$ cat src/hw/irqc_pkg.sv
// shared constants and types of the interrupt controller
package irqc_pkg;
	// register indices; byte address is four times the index
	localparam logic [9:0] CTRL_IDX   = 10'h00B;
	localparam logic [9:0] OPTION_IDX = 10'h081;
	localparam logic [9:0] PFA_IDX    = 10'h00C;
	localparam logic [9:0] PFB_IDX    = 10'h00D;
	localparam logic [9:0] PEA_IDX    = 10'h08C;
	localparam logic [9:0] PEB_IDX    = 10'h08D;
	localparam logic [9:0] ISTAT_IDX  = 10'h040;
	localparam logic [9:0] IMASK_IDX  = 10'h041;
	// control register fields, plus the edge select bit of the option register
	localparam int GIE_BIT   = 7;
	localparam int PERIPH_GROUP_ENABLE_BIT  = 6;
	localparam int TIE_BIT   = 5;
	localparam int XIE_BIT   = 4;
	localparam int PCIE_BIT  = 3;
	localparam int TIF_BIT   = 2;
	localparam int XIF_BIT   = 1;
	localparam int PCIF_BIT  = 0;
	localparam int EDGE_BIT  = 6;
	// event status fields
	localparam int TAKEN_BIT = 0;
	localparam int WAKE_BIT  = 1;
	localparam int INSVC_BIT = 4;
	// reset values and fixed figures
	localparam logic [7:0]  CTRL_RESET   = 8'h00;
	localparam logic [7:0]  OPTION_RESET = 8'hFF;
	localparam logic [12:0] VECTOR_ADDR  = 13'h0004;
	localparam logic [7:0]  TMR_MAX      = 8'hFF;
	localparam logic [7:0]  TMR_ZERO     = 8'h00;
	localparam int STACK_DEPTH = 8;
	localparam int SP_W        = 3;
	typedef enum logic {MODE_MAIN, MODE_SERVICE} mode_type;
endpackage : irqc_pkg

$ cat src/hw/irq_event_if.sv
// event pulses from the detector to the flag logic
`timescale 1ns/1ps
interface irq_event_if;
	logic ext_evt;
	logic port_evt;
	logic tmr_evt;
	modport src (output ext_evt, output port_evt, output tmr_evt);
	modport dst (input ext_evt, input port_evt, input tmr_evt);
endinterface : irq_event_if

$ cat src/hw/irq_controller.sv
// interrupt flag, enable and vectoring controller with apb registers
`timescale 1ns/1ps
module irq_controller
	import irqc_pkg::*;
#(
	parameter int PA_W = 8,
	parameter int PB_W = 1
) (
	input  wire logic            clk_i,
	input  wire logic            rst_i,
	input  wire logic            psel_i,
	input  wire logic            penable_i,
	input  wire logic            pwrite_i,
	input  wire logic [11:0]     paddr_i,
	input  wire logic [31:0]     pwdata_i,
	input  wire logic            ext_irq_pin_i,
	input  wire logic [3:0]      port_b_pins_i,
	input  wire logic [7:0]      eight_bit_timer_i,
	input  wire logic [PA_W-1:0] periph_evt_a_i,
	input  wire logic [PB_W-1:0] periph_evt_b_i,
	input  wire logic            boundary_i,
	input  wire logic            return_from_irq_instr_i,
	input  wire logic            sleep_i,
	input  wire logic [12:0]     ret_pc_i,
	output logic      [31:0]     prdata_o,
	output logic                 pready_o,
	output logic                 pslverr_o,
	output logic                 irq_o,
	output logic                 pc_load_o,
	output logic      [12:0]     pc_addr_o,
	output logic                 wake_o,
	output logic                 global_irq_enable_o
);
	typedef struct packed {
		logic [7:0]                   ctrl;
		logic [7:0]                   opt;
		logic [PA_W-1:0]              pfa;
		logic [PA_W-1:0]              pea;
		logic [PB_W-1:0]              pfb;
		logic [PB_W-1:0]              peb;
		logic [1:0]                   ist;
		logic [1:0]                   imsk;
		logic [STACK_DEPTH-1:0][12:0] stk;
		logic [SP_W-1:0]              sp;
		mode_type                     mode;
		logic                         pready;
		logic                         pslverr;
		logic [31:0]                  prdata;
		logic                         irq;
		logic                         pc_load;
		logic [12:0]                  pc_addr;
		logic                         wake;
	} state_type;

	state_type       state_reg;
	state_type       state_next;
	irq_event_if     ev ();
	logic [9:0]      idx;
	logic            hit;
	logic            wr;
	logic            pending;
	logic            take;
	logic [31:0]     rd;
	logic [1:0]      ist_evt;
	logic [1:0]      ist_clr;

	irq_event_detect irq_event_detect_inst (
		.clk_i      (clk_i),
		.rst_i      (rst_i),
		.pin_i      (ext_irq_pin_i),
		.edge_sel_i (state_reg.opt[EDGE_BIT]),
		.port_i     (port_b_pins_i),
		.timer_i    (eight_bit_timer_i),
		.ev         (ev.src)
	);

	// address decode; misaligned addresses count as unmapped
	assign idx = paddr_i[11:2];
	assign hit = (paddr_i[1:0] == 2'b00) && (idx == CTRL_IDX || idx == OPTION_IDX
	             || idx == PFA_IDX || idx == PFB_IDX || idx == PEA_IDX
	             || idx == PEB_IDX || idx == ISTAT_IDX || idx == IMASK_IDX);
	// writes land on the completing edge, when pready is already high
	assign wr  = psel_i && penable_i && state_reg.pready && pwrite_i && hit;

	// read data mux
	always_comb begin
		rd = 32'h0000_0000;
		case (idx)
			CTRL_IDX:   rd = {24'h00_0000, state_reg.ctrl};
			OPTION_IDX: rd = {24'h00_0000, state_reg.opt};
			PFA_IDX:    rd = 32'(state_reg.pfa);
			PFB_IDX:    rd = 32'(state_reg.pfb);
			PEA_IDX:    rd = 32'(state_reg.pea);
			PEB_IDX:    rd = 32'(state_reg.peb);
			ISTAT_IDX: begin
				rd            = 32'(state_reg.ist);
				rd[INSVC_BIT] = (state_reg.mode == MODE_SERVICE);
			end
			IMASK_IDX:  rd = 32'(state_reg.imsk);
			default:    rd = 32'h0000_0000;
		endcase
	end

	// any source with flag and enable; peripherals also need the group enable
	assign pending = (state_reg.ctrl[TIF_BIT] && state_reg.ctrl[TIE_BIT])
	               || (state_reg.ctrl[XIF_BIT] && state_reg.ctrl[XIE_BIT])
	               || (state_reg.ctrl[PCIF_BIT] && state_reg.ctrl[PCIE_BIT])
	               || (state_reg.ctrl[PERIPH_GROUP_ENABLE_BIT] && ((|(state_reg.pfa & state_reg.pea))
	                   || (|(state_reg.pfb & state_reg.peb))));
	// a return in the same cycle goes first; the vector follows later
	assign take = state_reg.ctrl[GIE_BIT] && pending && boundary_i && !return_from_irq_instr_i;

	// event status sources and write-one-to-clear mask
	assign ist_evt = {sleep_i && pending, take};
	assign ist_clr = (wr && idx == ISTAT_IDX) ? pwdata_i[1:0] : 2'b00;

	always_comb begin
		state_next         = state_reg;
		state_next.pready  = 1'b0;
		state_next.pslverr = 1'b0;
		state_next.pc_load = 1'b0;
		state_next.wake    = 1'b0;
		// one wait state: answer prepared in the first access cycle
		if (psel_i && penable_i && !state_reg.pready) begin
			state_next.pready  = 1'b1;
			state_next.pslverr = !hit;
			state_next.prdata  = (pwrite_i || !hit) ? 32'h0000_0000 : rd;
		end
		// software writes; flags written to zero clear, events still win
		if (wr && idx == CTRL_IDX) begin
			state_next.ctrl = pwdata_i[7:0];
		end
		if (wr && idx == OPTION_IDX) begin
			state_next.opt = pwdata_i[7:0];
		end
		if (wr && idx == PFA_IDX) begin
			state_next.pfa = pwdata_i[PA_W-1:0];
		end
		if (wr && idx == PFB_IDX) begin
			state_next.pfb = pwdata_i[PB_W-1:0];
		end
		if (wr && idx == PEA_IDX) begin
			state_next.pea = pwdata_i[PA_W-1:0];
		end
		if (wr && idx == PEB_IDX) begin
			state_next.peb = pwdata_i[PB_W-1:0];
		end
		if (wr && idx == IMASK_IDX) begin
			state_next.imsk = pwdata_i[1:0];
		end
		// flags set regardless of any enable
		state_next.ctrl[XIF_BIT]  = state_next.ctrl[XIF_BIT] | ev.ext_evt;
		state_next.ctrl[PCIF_BIT] = state_next.ctrl[PCIF_BIT] | ev.port_evt;
		state_next.ctrl[TIF_BIT]  = state_next.ctrl[TIF_BIT] | ev.tmr_evt;
		state_next.pfa = state_next.pfa | periph_evt_a_i;
		state_next.pfb = state_next.pfb | periph_evt_b_i;
		// vector entry: only the return address is stacked, flags untouched
		if (take) begin
			state_next.ctrl[GIE_BIT]  = 1'b0;
			state_next.stk[state_reg.sp] = ret_pc_i;
			state_next.sp      = state_reg.sp + 1'b1;
			state_next.pc_load = 1'b1;
			state_next.pc_addr = VECTOR_ADDR;
			state_next.mode    = MODE_SERVICE;
		end else if (return_from_irq_instr_i) begin
			// the stack is circular, like the core's; overflow is not flagged
			state_next.ctrl[GIE_BIT] = 1'b1;
			state_next.sp      = state_reg.sp - 1'b1;
			state_next.pc_load = 1'b1;
			state_next.pc_addr = state_reg.stk[state_reg.sp - 1'b1];
			state_next.mode    = MODE_MAIN;
		end
		// wake needs flag and enable only, never the global enable
		state_next.wake = sleep_i && pending;
		state_next.ist  = (state_reg.ist & ~ist_clr) | ist_evt;
		state_next.irq  = |(state_next.ist & state_next.imsk);
	end

	// reset clears the global enable with the rest of the control bits
	always_ff @(posedge clk_i) begin
		if (rst_i) begin
			state_reg      <= '0;
			state_reg.ctrl <= CTRL_RESET;
			state_reg.opt  <= OPTION_RESET;
			state_reg.mode <= MODE_MAIN;
		end else begin
			state_reg <= state_next;
		end
	end

	assign prdata_o            = state_reg.prdata;
	assign pready_o            = state_reg.pready;
	assign pslverr_o           = state_reg.pslverr;
	assign irq_o               = state_reg.irq;
	assign pc_load_o           = state_reg.pc_load;
	assign pc_addr_o           = state_reg.pc_addr;
	assign wake_o              = state_reg.wake;
	assign global_irq_enable_o = state_reg.ctrl[GIE_BIT];

	logic [12:0] top_q;
	assign top_q = state_reg.stk[state_reg.sp - 1'b1];
endmodule : irq_controller

$ cat src/hw/irq_event_detect.sv
// edge, port change and timer rollover detection
`timescale 1ns/1ps
module irq_event_detect
	import irqc_pkg::*;
(
	input  wire logic       clk_i,
	input  wire logic       rst_i,
	input  wire logic       pin_i,
	input  wire logic       edge_sel_i,
	input  wire logic [3:0] port_i,
	input  wire logic [7:0] timer_i,
	irq_event_if.src        ev
);
	typedef struct packed {
		logic       primed;
		logic       pin;
		logic [3:0] port;
		logic [7:0] tmr;
		logic       ext;
		logic       chg;
		logic       ovf;
	} det_type;

	det_type    det_reg;
	det_type    det_next;
	logic [3:0] diff;

	// one compare per port bit
	for (genvar i = 0; i < 4; i++) begin : g_chg
		assign diff[i] = port_i[i] ^ det_reg.port[i];
	end

	// first cycle after reset only primes history, so no false event
	always_comb begin
		det_next        = det_reg;
		det_next.primed = 1'b1;
		det_next.pin    = pin_i;
		det_next.port   = port_i;
		det_next.tmr    = timer_i;
		det_next.ext    = det_reg.primed && (edge_sel_i ? (pin_i && !det_reg.pin)
		                                                : (!pin_i && det_reg.pin));
		det_next.chg    = det_reg.primed && (|diff);
		det_next.ovf    = det_reg.primed && det_reg.tmr == TMR_MAX
		                  && timer_i == TMR_ZERO;
	end

	always_ff @(posedge clk_i) begin
		if (rst_i) begin
			det_reg <= '0;
		end else begin
			det_reg <= det_next;
		end
	end

	assign ev.ext_evt  = det_reg.ext;
	assign ev.port_evt = det_reg.chg;
	assign ev.tmr_evt  = det_reg.ovf;
endmodule : irq_event_detect

$ cat config.mk
export PLATFORM = sky130hd
export DESIGN_NAME = irq_controller
export DESIGN_NICKNAME = d
export VERILOG_FILES = /design/src/hw/irqc_pkg.sv /design/src/hw/irq_event_if.sv /design/src/hw/irq_controller.sv /design/src/hw/irq_event_detect.sv
export SDC_FILE = /design/constraint.sdc
export NUM_CORES = 1
export LEC_CHECK = 0
export BUFFER_PORTS_ARGS = -buffer_cell sky130_fd_sc_hd__buf_4
export CAP_MARGIN = 20
export CORE_UTILIZATION = 58
export CTS_CLUSTER_DIAMETER = 40
export DETAILED_ROUTE_END_ITERATION = 10
export GPL_TIMING_DRIVEN = 0
export PLACE_DENSITY = 0.9
export SKIP_CTS_REPAIR_TIMING = 1
export SYNTH_ARGS = -nofsm -noshare
export SYNTH_HDL_FRONTEND = slang
export SYNTH_SLANG_ARGS = --single-unit
$ cat constraint.sdc
create_clock -name clk_i -period 3.9 [get_ports clk_i]
set_input_delay 0.78 -clock clk_i [delete_from_list [all_inputs] [get_ports clk_i]]
set_output_delay 0.78 -clock clk_i [all_outputs]
set_load 0.05 [all_outputs]
==> summary.txt <==
Status = finished, final reports clean
Count leader, synth = dfxtp_1
Area contributors post-synth = dfxtp_1 (44%), mux2i_1 (17%), mux4_2 (7.1%)
Reg2reg path depth = 7
Endpoints failing hold = 0
Setup Viol. Count Final = 0
Die height = 123 um
Fin util = 69.5%
CTS H-tree depth = 4
Top cells by count, synth = dfxtp_1 (189), mux2i_1 (147), nor2_1 (146)
Worst-Margin Slew = 938 ps
Row cnt = 44
Die Wd = 123 um
Worst setup margin = 1040 ps
Synth Register Bits = 189
Clk slew on worst S/H paths = 70 ps
Antenna Nets Post-Route = 0
Power share of the combinational group = 10.4%
Largest area contributor in the netlist = dfxtp_1
TritonCTS clock tree = built
Crit path capture type = flop
Worst vdd ir = 0.398 mV
Share of layout cells above drive strength 1 = 22.4%
Max FFs per register = 145
Filler cell count = 1048
Max Fclk = 350 MHz
Total power = 4.29 mW
DP Cell Count = 1122
Switching part of the total = 24.4%
Main flop type after synthesis = dfxtp_1
Setup crit end = pc_addr_o[8]
Synth top area share = 44.2%
Clock Power Share = 43.5%
Register-to-Register Setup Slack = 1040 ps
Worst r2r src = state_reg[52]
Worst reg2reg endpoint = pc_addr_o[8]
Syn Inst Count = 842
DRT Wirelength = 22500 um
Hold Path Class = reg2reg
Seq pwr share = 46.1%
TNS Setup = 0 ps
Fin nets = 1046
Global-route wire length before repair = 35100 um
Starting density of the core = 59.1%
Pin count of the biggest net entering global routing = 17
Vias/cell = 5.89
Number of top-level pins = 138
Max-cap violation count = 0
Setup slack at placement = 1010 ps
Port buffer count = 73
CTS Sinks = 189
Placed cell areas = 9420 sq um
Worst setup path class = reg2reg
Multi-input gate area = 4160 sq um
Antenna violations before repair = 0
Data required, critical path = 4190 ps
Crit share post-route = 73.3%
P_leak = 4.76 nW
Grt total ovfl = 0
Design area = 10100 sq um
Finished Layout Cells = 1154
Number of synthesized flops with an enable pin = 0
Layout area overhead = 17.5%
DRT Pass-1 Iters = 5
Number of distinct library cells after synthesis = 57
RSZ-0062 raised after global routing = no
Full die area = 15200 sq um
Worst Skew = 8.08 ps
Placeable Area = 14500 sq um
Pins Over Slew Limit = 0
Crit path time final = 2860 ps
Synth warnings = 0
Register Area = 3780 sq um
Arrival @ worst endpoint = 3140 ps
Avg Inst Size Synth = 10.2 sq um
RePlAce Congestion = 0.976
Setup crit start = state_reg[52]
Worst Setup Start Kind = flop
Worst slew margin = 37.5%
WHS = 453 ps
Vias in the first global route = 6676
DRC = 0
Seq/Total Area, Yosys = 44.2%
Power density cells = 427 nW/um^2
Drt wl/cell = 19.5 um
Vias = 6799
Clk Latency, worst-skew pair = 430 ps
Switching power total = 1.05 mW
DP HPWL = 15300 um
Synthesized cell area = 8560 sq um
# diodes = 0
Async SR Flop Fraction = 0%
Clk buf depth = 2
Root Driver = clkbuf_16
Top fanout value on the critical path = 10
GR Util All Layers = 31.2%
CTS Buf Count = 17
Cell internal pwr = 3.24 mW
Initial drt markers = 664
routing by layer:
layer  GRT usage (%)  vias up  wire length, um
li1                -     3146                -
met5               0        -                0
met4            17.8        0              925
met2            52.0      355            10800
met1            37.8     3229             8840
met3            5.81       69             1850
how the worst min path moves through the flow:
stage	startpoint	endpoint	slack, ps	depth (start not counted)
floorplan	irq_event_detect_inst.ev.port_evt	state_reg[188]	410	2
global placement	irq_event_detect_inst.ev.ext_evt	state_reg[189]	420	2
detailed placement	irq_event_detect_inst.ev.tmr_evt	state_reg[190]	430	2
CTS	irq_event_detect_inst.ev.tmr_evt	state_reg[190]	450	2
global route	irq_event_detect_inst.ev.tmr_evt	state_reg[190]	490	2
finish	irq_event_detect_inst.ev.tmr_evt	state_reg[190]	450	2
power groups by stage:
stage / Sequential (mW) / Clock [mW] / Combinational, mW
6_report: 1.98 / 1.87 / 0.447
2_1_floorplan: 2.02 / 0 / 0.294
3_3_place_gp: 2.02 / 0 / 0.433
4_1_cts: 1.98 / 1.87 / 0.444
5_1_grt: 1.98 / 1.96 / 0.474
3_5_place_dp: 2.02 / 0 / 0.439
cell families (layout without fill, tap and decap cells):
group / Yosys count / in the layout / synth area share, %
AOI/OAI and AO/OA: 82 / 82 / 7.24
xor gates and xnor gates: 5 / 5 / 0.512
adders and majority gates: 2 / 2 / 0.292
buffers and inverters: 117 / 222 / 8.26
DFF: 189 / 189 / 44.2
muxes: 178 / 178 / 24.8
other: 1 / 24 / 0.0438
and+or+nand+nor: 268 / 268 / 14.6
final cells by class:
cell class	count	area share (%)
multi-input cells	559	41.3
inverters	10	0.373
flip-flops and latches	189	37.6
well taps	184	2.29
clock buffers	23	4.75
clock inverters	9	1.54
repair buffers	73	5.45
plain buffers	107	6.66
worst max-delay path, stage by stage (launching register included):
cell	delay, ps
dfxtp_1	490
inv_1	190
ha_1	310
buf_2	310
clkbuf_1	620
mux4_2	450
mux2i_1	230
a211oi_1	110
cell usage in the layout (no fill, tap or decap), drive strengths merged, types with 2 or more instances in the layout:
master | Yosys | routed
a211oi | 17 | 17
a21oi | 13 | 13
a221oi | 3 | 3
a222oi | 2 | 2
a22o | 2 | 2
a22oi | 11 | 11
and2 | 5 | 5
and3b | 2 | 2
and4 | 4 | 4
buf | 72 | 145
bufinv | 0 | 4
clkbuf | 35 | 58
clkinv | 0 | 2
conb | 1 | 24
dfxtp | 189 | 189
ha | 2 | 2
inv | 10 | 12
mux2 | 4 | 4
mux2i | 147 | 147
mux4 | 27 | 27
nand2 | 24 | 24
nand3 | 4 | 4
nand3b | 3 | 3
nand4 | 6 | 6
nand4b | 4 | 4
nor2 | 146 | 146
nor2b | 14 | 14
nor3 | 40 | 40
nor3b | 3 | 3
nor4 | 4 | 4
nor4b | 3 | 3
o2111ai | 5 | 5
o21a | 2 | 2
o21ai | 16 | 16
o22a | 3 | 3
or3 | 2 | 2
xnor2 | 4 | 4
Power figures use the tool's default switching activity.
